===== src/rtl/storage_key_pkg.sv =====
package storage_key_pkg;

    localparam int          DATA_W         = 32;
    localparam int          BUS_ADDR_W     = 8;
    localparam int          STATUS_W       = 16;
    localparam int          KEY_W          = 4;
    localparam int          KEY_WORD_W     = 8;
    localparam int          KEYMEM_WORDS   = 128;
    localparam int          PROT_ADDR_W    = 7;
    localparam int          MEM_ADDR_W     = 19;
    localparam int          BLOCK_SHIFT    = 11;
    localparam int          CHAN_KEYS      = 7;
    localparam int          PROGRAM_STATES = 4;

    // Register byte offsets
    localparam logic [7:0]  OFS_STATUS     = 8'h00;
    localparam logic [7:0]  OFS_INT_CLEAR  = 8'h04;
    localparam logic [7:0]  OFS_INT_ENABLE = 8'h08;
    localparam logic [7:0]  OFS_COMMAND    = 8'h0C;
    localparam logic [7:0]  OFS_OP_ADDR    = 8'h10;
    localparam logic [7:0]  OFS_OP_KEY     = 8'h14;
    localparam logic [7:0]  OFS_RESULT     = 8'h18;
    localparam logic [7:0]  OFS_ISW0       = 8'h1C;
    localparam logic [7:0]  OFS_HW_KEYS    = 8'h2C;

    // Status bit positions
    localparam int          ST_ADDR_EXC    = 0;
    localparam int          ST_KEY_ERR     = 1;
    localparam int          ST_OP_DONE     = 2;
    localparam int          ST_PRIV_REFUSE = 3;
    localparam int          ST_PROT_CHECK  = 11;

    // Field positions
    localparam int          ISW_KEY_LSB    = 24;
    localparam int          OP_KEY_LSB     = 4;
    localparam int          DIGIT6_LSB     = 4;
    localparam int          CHECK_BITS     = 4;
    localparam int          CMD_DR_LSB     = 16;
    localparam int          CMD_CFF_LSB    = 24;
    localparam int          CMD_PA_LSB     = 8;

    localparam logic [7:0]  SET_KEY_OPCODE    = 8'h08;
    localparam logic [7:0]  INSERT_KEY_OPCODE = 8'h09;

    localparam logic [31:0] RESET_WORD     = 32'h0000_0000;
    localparam logic [15:0] RESET_STATUS   = 16'h0000;
    localparam logic [3:0]  RESET_KEY      = 4'h0;

    typedef enum logic [1:0] {
        MODE_NORMAL,
        MODE_MUX,
        MODE_SELECTOR
    } mode_t;

endpackage


===== src/rtl/storage_key_protection.sv =====
`timescale 1ns/1ns
`default_nettype none

module storage_key_protection (
    input  wire logic                                      clk,
    input  wire logic                                      reset,
    input  wire logic [storage_key_pkg::BUS_ADDR_W-1:0]    avsAddress,
    input  wire logic                                      avsRead,
    input  wire logic                                      avsWrite,
    input  wire logic [3:0]                                avsByteEnable,
    input  wire logic [storage_key_pkg::DATA_W-1:0]        avsWriteData,
    output logic      [storage_key_pkg::DATA_W-1:0]        avsReadData,
    output logic                                           avsWaitRequest,
    input  wire logic                                      storeRequest,
    input  wire logic [storage_key_pkg::MEM_ADDR_W-1:0]    storeAddress,
    input  wire storage_key_pkg::mode_t                    mode,
    input  wire logic [2:0]                                selectorIndex,
    input  wire logic                                      privilegedState,
    input  wire logic                                      stateEnter,
    input  wire logic [1:0]                                stateIndex,
    input  wire logic                                      consoleKeyLoad,
    input  wire logic [storage_key_pkg::KEY_W-1:0]         consoleKey,
    input  wire logic                                      channelKeyLoad,
    input  wire logic [2:0]                                channelKeyIndex,
    input  wire logic [storage_key_pkg::KEY_W-1:0]         channelKey,
    output logic                                           memoryWriteStrobe,
    output logic                                           keyErrorSignal,
    output logic                                           keyMatchOk,
    output logic                                           addressExceptionFlag,
    output logic                                           protectionCheckFlag,
    output logic                                           interruptRequest
);
    import storage_key_pkg::*;

    typedef enum logic [2:0] {
        SEQ_IDLE,
        SEQ_SET_KEY_CHECK,
        SEQ_KEY_TRANSFER,
        SEQ_KEY_MERGE_WRITE,
        SEQ_KEY_READ,
        SEQ_INSERT_TRANSFER
    } seq_t;

    typedef struct packed {
        seq_t                                    seq;
        logic                                    waitReq;
        logic [DATA_W-1:0]                       readData;
        logic [STATUS_W-1:0]                     status;
        logic [STATUS_W-1:0]                     intEnable;
        logic                                    irq;
        logic [DATA_W-1:0]                       opAddr;
        logic [DATA_W-1:0]                       opKey;
        logic [DATA_W-1:0]                       result;
        logic [PROGRAM_STATES-1:0][DATA_W-1:0]   isw;
        logic [KEY_W-1:0]                        normalKey;
        logic [CHAN_KEYS-1:0][KEY_W-1:0]         chanKey;
        logic [PROT_ADDR_W-1:0]                  protectAddressReg;
        logic                                    halfSelectFlag;
        logic [KEY_WORD_W-1:0]                   dataRegister;
        logic [KEY_W-1:0]                        conditionFlipFlops;
        logic [KEYMEM_WORDS-1:0][KEY_WORD_W:0]   keyMem;
        logic                                    writeStrobe;
        logic                                    keyError;
        logic                                    matchOk;
    } state_t;

    state_t s;
    state_t next_s;

    function automatic logic [DATA_W-1:0] mergeBytes(input logic [DATA_W-1:0] oldValue,
                                                     input logic [DATA_W-1:0] newValue,
                                                     input logic [3:0]        enables);
        logic [DATA_W-1:0] merged;
        merged = oldValue;
        for (int b = 0; b < 4; b++) begin
            if (enables[b]) begin
                merged[b*8 +: 8] = newValue[b*8 +: 8];
            end
        end
        return merged;
    endfunction

    logic [KEY_WORD_W:0]    storeWord;
    logic                   storeHalf;
    logic [KEY_W-1:0]       storedKey;
    logic [2:0]             chanSel;
    logic [KEY_W-1:0]       hardwareKey;
    logic                   storeOk;
    logic [KEY_WORD_W:0]    instrWord;
    logic [KEY_WORD_W-1:0]  mergedWord;
    logic [STATUS_W-1:0]    setBits;
    logic [STATUS_W-1:0]    clearBits;
    logic                   busRead;
    logic                   busWrite;
    logic [BUS_ADDR_W-1:0]  wordAddr;
    logic [DATA_W-1:0]      hwKeyView;
    logic [DATA_W-1:0]      clearMerge;
    logic [DATA_W-1:0]      enableMerge;

    // Store-path key lookup and comparison
    always_comb begin
        storeWord = s.keyMem[storeAddress[MEM_ADDR_W-1:BLOCK_SHIFT+1]];
        storeHalf = storeAddress[BLOCK_SHIFT];
        storedKey = storeHalf ? storeWord[3:0] : storeWord[7:4];
        if (selectorIndex > 3'h5) begin
            chanSel = 3'h6;
        end else begin
            chanSel = selectorIndex + 3'h1;
        end
        unique case (mode)
            MODE_NORMAL:   hardwareKey = s.normalKey;
            MODE_MUX:      hardwareKey = s.chanKey[0];
            MODE_SELECTOR: hardwareKey = s.chanKey[chanSel];
            default:       hardwareKey = s.normalKey;
        endcase
        storeOk = (storedKey == hardwareKey) || (storedKey == RESET_KEY) ||
                  (hardwareKey == RESET_KEY);
    end

    always_comb begin
        hwKeyView = {s.chanKey, s.normalKey};
        instrWord = s.keyMem[s.protectAddressReg];
        // Untouched half comes from the key memory word, new key from the data register
        if (s.halfSelectFlag) begin
            mergedWord = {instrWord[7:4], s.dataRegister[3:0]};
        end else begin
            mergedWord = {s.dataRegister[7:4], instrWord[3:0]};
        end
    end

    always_comb begin
        next_s    = s;
        setBits   = '0;
        clearBits = '0;
        busRead   = avsRead && !avsWrite;
        busWrite  = avsWrite && !avsRead;
        wordAddr  = {avsAddress[BUS_ADDR_W-1:2], 2'b00};
        clearMerge  = mergeBytes(RESET_WORD, avsWriteData, avsByteEnable);
        enableMerge = mergeBytes({16'h0000, s.intEnable}, avsWriteData, avsByteEnable);

        // Bus slave: one wait cycle, then the answer
        if ((busRead || busWrite) && s.waitReq) begin
            next_s.waitReq = 1'b0;
            next_s.readData = RESET_WORD;
            if (busRead) begin
                unique case (wordAddr)
                    OFS_STATUS:     next_s.readData = {16'h0000, s.status};
                    OFS_INT_ENABLE: next_s.readData = {16'h0000, s.intEnable};
                    OFS_COMMAND: begin
                        next_s.readData[0] = (s.seq != SEQ_IDLE);
                        next_s.readData[1] = s.halfSelectFlag;
                        next_s.readData[CMD_PA_LSB +: PROT_ADDR_W] = s.protectAddressReg;
                        next_s.readData[CMD_DR_LSB +: KEY_WORD_W] = s.dataRegister;
                        next_s.readData[CMD_CFF_LSB +: KEY_W] = s.conditionFlipFlops;
                    end
                    OFS_OP_ADDR:    next_s.readData = s.opAddr;
                    OFS_OP_KEY:     next_s.readData = s.opKey;
                    OFS_RESULT:     next_s.readData = s.result;
                    OFS_HW_KEYS:    next_s.readData = hwKeyView;
                    default: begin
                        for (int i = 0; i < PROGRAM_STATES; i++) begin
                            if (wordAddr == OFS_ISW0 + 8'(i * 4)) begin
                                next_s.readData = s.isw[i];
                            end
                        end
                    end
                endcase
            end
        end else begin
            next_s.waitReq = 1'b1;
        end

        if (busWrite && !s.waitReq) begin
            unique case (wordAddr)
                OFS_INT_CLEAR:  clearBits = clearMerge[STATUS_W-1:0];
                OFS_INT_ENABLE: next_s.intEnable = enableMerge[STATUS_W-1:0];
                OFS_COMMAND: begin
                    if (avsByteEnable[0] && s.seq == SEQ_IDLE) begin
                        if (avsWriteData[7:0] == SET_KEY_OPCODE ||
                            avsWriteData[7:0] == INSERT_KEY_OPCODE) begin
                            if (!privilegedState) begin
                                setBits[ST_PRIV_REFUSE] = 1'b1;
                            end else begin
                                next_s.protectAddressReg = s.opAddr[MEM_ADDR_W-1:BLOCK_SHIFT+1];
                                next_s.halfSelectFlag = s.opAddr[BLOCK_SHIFT];
                                next_s.seq = (avsWriteData[7:0] == SET_KEY_OPCODE) ?
                                             SEQ_SET_KEY_CHECK : SEQ_KEY_READ;
                            end
                        end
                    end
                end
                OFS_OP_ADDR:    next_s.opAddr = mergeBytes(s.opAddr, avsWriteData, avsByteEnable);
                OFS_OP_KEY:     next_s.opKey = mergeBytes(s.opKey, avsWriteData, avsByteEnable);
                default: begin
                    for (int i = 0; i < PROGRAM_STATES; i++) begin
                        if (wordAddr == OFS_ISW0 + 8'(i * 4)) begin
                            next_s.isw[i] = mergeBytes(s.isw[i], avsWriteData, avsByteEnable);
                        end
                    end
                end
            endcase
        end

        // Key instruction sequencer
        unique case (s.seq)
            SEQ_IDLE: begin
            end
            SEQ_SET_KEY_CHECK: begin
                if (s.opAddr[CHECK_BITS-1:0] != '0) begin
                    setBits[ST_ADDR_EXC] = 1'b1;
                    next_s.seq = SEQ_IDLE;
                end else begin
                    next_s.seq = SEQ_KEY_TRANSFER;
                end
            end
            SEQ_KEY_TRANSFER: begin
                next_s.dataRegister = {s.opKey[OP_KEY_LSB +: KEY_W], s.opKey[OP_KEY_LSB +: KEY_W]};
                next_s.seq = SEQ_KEY_MERGE_WRITE;
            end
            SEQ_KEY_MERGE_WRITE: begin
                // Odd parity over the eight key bits
                next_s.keyMem[s.protectAddressReg] = {~^mergedWord, mergedWord};
                next_s.dataRegister = mergedWord;
                setBits[ST_OP_DONE] = 1'b1;
                next_s.seq = SEQ_IDLE;
            end
            SEQ_KEY_READ: begin
                next_s.conditionFlipFlops = s.halfSelectFlag ? instrWord[3:0] : instrWord[7:4];
                next_s.seq = SEQ_INSERT_TRANSFER;
            end
            SEQ_INSERT_TRANSFER: begin
                next_s.result = RESET_WORD;
                next_s.result[DIGIT6_LSB +: KEY_W] = s.conditionFlipFlops;
                setBits[ST_OP_DONE] = 1'b1;
                next_s.seq = SEQ_IDLE;
            end
            default: begin
                next_s.seq = SEQ_IDLE;
            end
        endcase

        // Hardware key registers; a state entry outranks the console
        if (stateEnter) begin
            next_s.normalKey = s.isw[stateIndex][ISW_KEY_LSB +: KEY_W];
        end else if (consoleKeyLoad) begin
            next_s.normalKey = consoleKey;
        end
        if (channelKeyLoad && channelKeyIndex < 3'(CHAN_KEYS)) begin
            next_s.chanKey[channelKeyIndex] = channelKey;
        end

        // Store check outcome, one cycle after the request
        next_s.writeStrobe = storeRequest && storeOk;
        next_s.keyError = storeRequest && !storeOk;
        if (storeRequest) begin
            next_s.matchOk = storeOk;
        end
        if (storeRequest && !storeOk) begin
            setBits[ST_KEY_ERR] = 1'b1;
            if (mode == MODE_NORMAL) begin
                setBits[ST_ADDR_EXC] = 1'b1;
            end else begin
                setBits[ST_PROT_CHECK] = 1'b1;
            end
        end

        // Set wins over a simultaneous clear
        next_s.status = (s.status & ~clearBits) | setBits;
        next_s.irq = |(next_s.status & next_s.intEnable);
    end

    always_ff @(posedge clk) begin
        if (reset) begin
            s <= '{seq: SEQ_IDLE, waitReq: 1'b1, status: RESET_STATUS, intEnable: RESET_STATUS,
                   default: '0};
        end else begin
            s <= next_s;
        end
    end

    assign avsReadData          = s.readData;
    assign avsWaitRequest       = s.waitReq;
    assign memoryWriteStrobe    = s.writeStrobe;
    assign keyErrorSignal       = s.keyError;
    assign keyMatchOk           = s.matchOk;
    assign addressExceptionFlag = s.status[ST_ADDR_EXC];
    assign protectionCheckFlag  = s.status[ST_PROT_CHECK];
    assign interruptRequest     = s.irq;
endmodule

`default_nettype wire


===== config.mk =====
export PLATFORM = sky130hd
export DESIGN_NAME = storage_key_protection
export DESIGN_NICKNAME = d
export VERILOG_FILES = /design/src/rtl/storage_key_pkg.sv /design/src/rtl/storage_key_protection.sv
export SDC_FILE = /design/constraint.sdc
export NUM_CORES = 2
export LEC_CHECK = 0
export ABC_AREA = 1
export BUFFER_PORTS_ARGS = -buffer_cell sky130_fd_sc_hd__buf_2
export CAP_MARGIN = 20
export CORE_MARGIN = 5
export CORE_UTILIZATION = 40
export DETAILED_ROUTE_END_ITERATION = 8
export GPL_ROUTABILITY_DRIVEN = 0
export HOLD_SLACK_MARGIN = 0.06
export PLACE_DENSITY_LB_ADDON = 0.2
export SLEW_MARGIN = 20
export SYNTH_ARGS = -nofsm -noshare
export SYNTH_HDL_FRONTEND = slang
export SYNTH_SLANG_ARGS = --single-unit

===== constraint.sdc =====
create_clock -name clk -period 7.9 [get_ports clk]
set_clock_uncertainty 0.2 [all_clocks]
set_input_delay 1.58 -clock clk [delete_from_list [all_inputs] [get_ports clk]]
set_output_delay 1.58 -clock clk [all_outputs]
set_load 0.02 [all_outputs]

Yosys cells after proc, flatten, opt, wreduce, memory -nomap -nowiden
Cells that the tools add are included.
{ "totals": {"register_bits": 1472, "elab_cells": 337, "in_bits": 90} }
{ "op_classes": {"muxes": 62, "n_eq_ne": 26, "n_reduce_logical": 60, "order_cmp": 9, "add_sub_neg": 1, "n_bitwise": 5} }
{ "op_table": {"columns": ["op", "n"], "rows": [
  ["bitwise mux 1152 bit", 1],
  ["2-to-1 mux 32 bit", 5],
  ["binary-select mux 9 bit (select 7 bit)", 2],
  ["binary-select mux 32 bit (select 2 bit)", 1],
  ["2-to-1 mux 16 bit", 4],
  ["AND reduction 4 bit", 16],
  ["demux 9 bit (select 7 bit)", 1],
  ["one-hot mux 12 bit (5 select lines)", 1],
  ["2-to-1 mux 8 bit", 7],
  ["one-hot mux 7 bit (7 select lines)", 1],
  ["one-hot mux 6 bit (7 select lines)", 1],
  ["AND 16 bit", 2],
  ["bitwise mux 28 bit", 1],
  ["2-to-1 mux 28 bit", 1],
  ["== test 6 x 3 -> 1 bit (second input constant)", 4],
  ["== test 6 x 4 -> 1 bit (second input constant)", 4],
  ["2-to-1 mux 4 bit", 6],
  ["AND reduction 3 bit", 8],
  ["2-to-1 mux 3 bit", 7],
  ["== test 8 x 4 -> 1 bit (second input constant)", 2],
  ["less-than comparator 7 x 8 -> 1 bit (second input constant)", 2],
  ["NOT 16 bit", 1],
  ["OR 16 x 12 -> 16 bit", 1],
  ["one-hot mux 4 bit (4 select lines)", 1],
  ["45 further kinds", 83]
]} }

Logic depth before layout (Yosys ltp)
{ "logic_depth": {"word_depth": 14, "depth_mapped": 24, "mapped_depth_nobuf": 24} }

Worst setup path after synthesis
OpenSTA, ideal clock, no wires.
{ "synth_timing": {"path_kind": "in2reg", "start": "in storeAddress[12] in the netlist's numbering", "end": "reg s, in the netlist interruptRequest", "setup_slack_ns": 3.972, "arrival_time_ns": 3.605, "path_stages": 21, "n_path_buf": 3, "cell_sequence": "buf_2 inv_2 clkbuf_1 clkbuf_1 nand2_1 nand3_1 nand3_1 nand3_1 nand3_1 nand2_1 nand2_1 nand3_1 nand3_1 nand3_1 nand2_1 nor2_1 nand2_1 nand3_1 nand2_1 a21oi_1 nand3_1"} }
{ "synth_via": {"elab_chain_len": 12} }
{ "synth_rtl": {"columns": ["element", "line", "source"], "rows": [
  ["from (decl)", "storage_key_protection.sv:15", "input wire logic [storage_key_pkg::MEM_ADDR_W-1:0] storeAddress,"],
  ["binary-select mux 9 bit (select 7 bit) *", "storage_key_protection.sv:102", "storeWord = s.keyMem[storeAddress[MEM_ADDR_W-1:BLOCK_SHIFT+1]];"],
  ["2-to-1 mux 8 bit (not written as such) *", "storage_key_protection.sv:102", null],
  ["2-to-1 mux 4 bit *", "storage_key_protection.sv:104", "storedKey = storeHalf ? storeWord[3:0] : storeWord[7:4];"],
  ["== test 4 bit / logical NOT 4 bit (equally long branches)", "storage_key_protection.sv:116", "storeOk = (storedKey == hardwareKey) || (storedKey == RESET_KEY) ||"],
  ["logical OR 1 bit * (2 in series)", "storage_key_protection.sv:116", null],
  ["logical NOT 1 bit *", "storage_key_protection.sv:258", "if (storeRequest && !storeOk) begin"],
  ["logical AND 1 bit *", "storage_key_protection.sv:258", null],
  ["2-to-1 mux 2 bit / 2-to-1 mux 1 bit (equally long branches)", "storage_key_protection.sv:258", null],
  ["OR 16 x 12 -> 16 bit *", "storage_key_protection.sv:268", "next_s.status = (s.status & ~clearBits) | setBits;"],
  ["AND 16 bit *", "storage_key_protection.sv:269", "next_s.irq = |(next_s.status & next_s.intEnable);"],
  ["OR reduction 16 bit *", "storage_key_protection.sv:269", null],
  ["to (signal assigned)", "storage_key_protection.sv:274", "s <= '{seq: SEQ_IDLE, waitReq: 1'b1, status: RESET_STATUS, intEnable: RESET_STATUS,"],
  ["to (signal assigned)", "storage_key_protection.sv:277", "s <= next_s;"],
  ["to (decl)", "storage_key_protection.sv:67", "state_t s;"]
]} }
Mark *: on every way between the ends. The rest lies on a longest branch, timed or not. The select of a mux whose other input is x is not followed.
A chain may end at the register's enable or synchronous reset.

Worst setup path in the final report
{ "layout_timing": {"start": "reg s[1169] in the netlist's numbering", "end": "reg s[807] in the netlist's numbering"} }
{ "layout_via": {"elab_chain_len": 5} }
{ "layout_rtl": {"columns": ["element", "line", "source"], "rows": [
  ["less-than comparator 7 x 8 -> 1 bit (not written as such) / >= comparator 7 x 1 -> 1 bit (equally long branches)", "storage_key_protection.sv:222", "next_s.keyMem[s.protectAddressReg] = {~^mergedWord, mergedWord};"],
  ["logical AND 1 bit (not written as such)", "storage_key_protection.sv:222", null],
  ["2-to-1 mux 9 bit (not written as such)", "storage_key_protection.sv:222", null],
  ["demux 9 bit (select 7 bit)", "storage_key_protection.sv:222", null],
  ["bitwise mux 1152 bit *", "storage_key_protection.sv:222", null]
]} }
Marked as above.

==> out/qor.yml <==
cp.arrival_ns: 6.46
yosys.area_share.adder_pct: 0.134
status: "finished clean"
place_ws_ns: 2.00
crit_fanout: 128
max-clock-path-buffers: 3
die_w_um: 414
core_um2: 163000
clock-sinks: 1344
cts-root-buf: "clkbuf_16"
synth_top_family_by_area: "compound AO/OA/AOI/OAI gates"
syn-num-nets: 9597
crit_slowest_cell: "nor4_2"
finalHoldViolCount: 0
setup_slack_ns: 1.87
drtIter0Drc: 10900
syn_to_final_growth_pct: 10.7
synth_enable_flop_cells: 0
power.total_mw: 15.1
drive_above_1_share_pct: 7.13
htree_levels: 4
start_util_pct: 40.2
antenna_found_initial: 11
post-route-util_pct: 44.5
synthXorXnorAreaFrac_pct: 0
vias: 69900
nFillCells: 16600
cts_resized: 0
maxSlewViolCount: 0
ys_ff_latch: 1344
grt_setup_unrepaired: "no"
crit_chain: "inv_2 -> nand2_4 -> clkinv_2 -> buf_4 -> o21ai_0 -> nor2_1 -> a221oi_1 -> nand4_1 -> nand2_1 -> nand4_1 -> nor4_2 -> nand3_1 -> nand2_4 -> buf_12 -> a21oi_1"
async_reset_ff_share_pct: 0
path_clk_slew_ns: 0.06
io_buffer_count: 115
via_per_inst: 6.13
wire_per_inst_um: 24.1
setup_viol: 0
hpwl_um: 164000
endpoint_kind: "flip-flop"
cts_tree: "done"
grtUsageTotal_pct: 30.1
synthSimpleGateAreaFrac_pct: 24.4
cts_setup_buffers: 0
yosys-mux-area-fraction_pct: 0
worstSkewPairLatency_ns: 0.82
fin_crit_ns: 6.03
ir_worst_vdd_mv: 0.247
synth_compound_area_share_pct: 26.0
netlist_area_um2: 65300
p_per_area_nw_per_um2: 209
nets: 9192
worstPathRequired_ns: 8.33
overflow: 0
fin_area_um2: 72300
rows: 148
slew_headroom_pct: 20.0
crit_path_start_kind: "flip-flop"
max_freq_ghz: 0.166
tightest_slew_ns: 1.18
dominantRegCellSynth: "dfxtp_1"
yosysWarnings: 0
grt_start_max_net_pins: 210
ios: 129
syn_inst: 9500
hold_class: "reg -> reg"
drc: 0
routed_wl_um: 275000
p_leak_nw: 26.7
numCtsBuffers: 153
post_dp_cell_area_um2: 66900
critical-path-max-stage-delay_ns: 0.86
grt_pass1_wl_um: 406000
grt_pass1_vias: 63200
first_pass_iters: 7
seq_area_frac_synth_pct: 41.2
post-route-period-util_pct: 76.4
die_y_um: 414
drv_cap: 0
hold_buffers: 0
die_area_um2: 172000
synth.distinct_cells: 49
setup_tns_ns: 0
synth.avg_cell_area_um2: 6.88
path_class: "reg -> reg"
ant_nets: 0
metal layers:
metal	vias to the layer above	track usage [%]	wire, um
met5	-	0	47
met1	32900	41.6	114000
met4	8	14.7	14500
met3	813	6.06	29900
li1	32000	-	-
met2	4163	44.8	116000
through the flow:
step / cells / hold WS (ns)
2_1_floorplan: 9500 / 0.224
3_5_place_dp: 11100 / 0.240
4_1_cts: 11400 / 0.250
6_report: 11400 / 0.251
5_1_grt: 11400 / 0.268
3_3_place_gp: 11100 / 0.234
power by group:
part	internal [mW]	switching, mW
combinational	0.184	0.631
clock	4.37	3.10
sequential	6.79	0.0101
path summary, 6_finish.rpt:
| path | startpoint | to | slack [ns] | cells after the start |
|---|---|---|---|---|
| max | s[1169] | s[807] | 1.87 | 15 |
| min | s[1390] | s[1390] | 0.25 | 2 |
| max reg2reg | s[1169] | s[807] | 1.87 | 15 |
| min reg2reg | s[1390] | s[1390] | 0.25 | 2 |
cells in the final DEF (no fill, tap or decap), types with 11 or more instances in the layout:
cell type	n
buf_4	142
a221oi_1	90
nand2_1	1763
a211oi_1	17
clkinv_1	17
clkinv_2	29
o22ai_1	47
buf_12	33
dfxtp_1	1343
clkbuf_16	156
o21ai_1	13
nand4_1	78
clkbuf_1	31
buf_2	110
bufinv_16	12
a22o_1	59
nor2_1	573
nand3_1	1200
o21ai_0	1315
clkbuf_8	35
a22oi_1	90
nor3_1	37
inv_1	420
nor2_2	75
o2111ai_1	35
o211ai_1	141
nor4_1	11
a21oi_1	1216
layout make-up:
class | count | area [um^2] | share of cell area [%]
multi-input combinational | 6853 | 33300 | 46.1
sequential | 1344 | 26900 | 37.2
clock buffer | 222 | 4500 | 6.23
tap | 2175 | 2720 | 3.76
timing repair buffer | 292 | 2360 | 3.27
inverter | 451 | 1740 | 2.41
clock inverter | 55 | 732 | 1.01
antenna | 6 | 15.0 | 0.0208
worst max-delay path: cells and delay by family, from the launching register on:
| kind | cells | cell delay [ns] |
|---|---|---|
| AND/OR/NAND/NOR | 8 | 2.29 |
| AO/OA/AOI/OAI | 3 | 0.77 |
| buffers and inverters | 4 | 1.83 |
| flip-flops | 1 | 0.49 |
synth_stat cells, types with 37 or more instances:
cell	count	area share, %
nand2_1	1773	10
dfxtp_1	1344	41
o21ai_0	1315	10
a21oi_1	1216	9.3
nand3_1	1200	9.2
nor2_1	646	3.7
clkbuf_1	517	3.0
inv_1	424	2.4
buf_2	191	1.5
o211ai_1	141	1.6
a221oi_1	90	1.2
a22oi_1	90	1.0
nand4_1	78	0.75
buf_1	73	0.42
buf_4	70	0.80
a22o_1	59	0.79
o22ai_1	47	0.45
nor3_1	37	0.28
logic make-up after synthesis:
family	after synthesis
DFF	1344
adders and majority gates	7
and+or+nand+nor	3767
buffers and inverters	1303
AOI/OAI and AO/OA	3079
sequential cells by signal (all words and copies together) (netlist names):
register and flops:
protectionCheckFlag 1, s 1273, interruptRequest 1, addressExceptionFlag 1
hwKeyView 32, avsWaitRequest 1, memoryWriteStrobe 1, keyMatchOk 1
keyErrorSignal 1, avsReadData 32
Power figures use the tool's default switching activity.
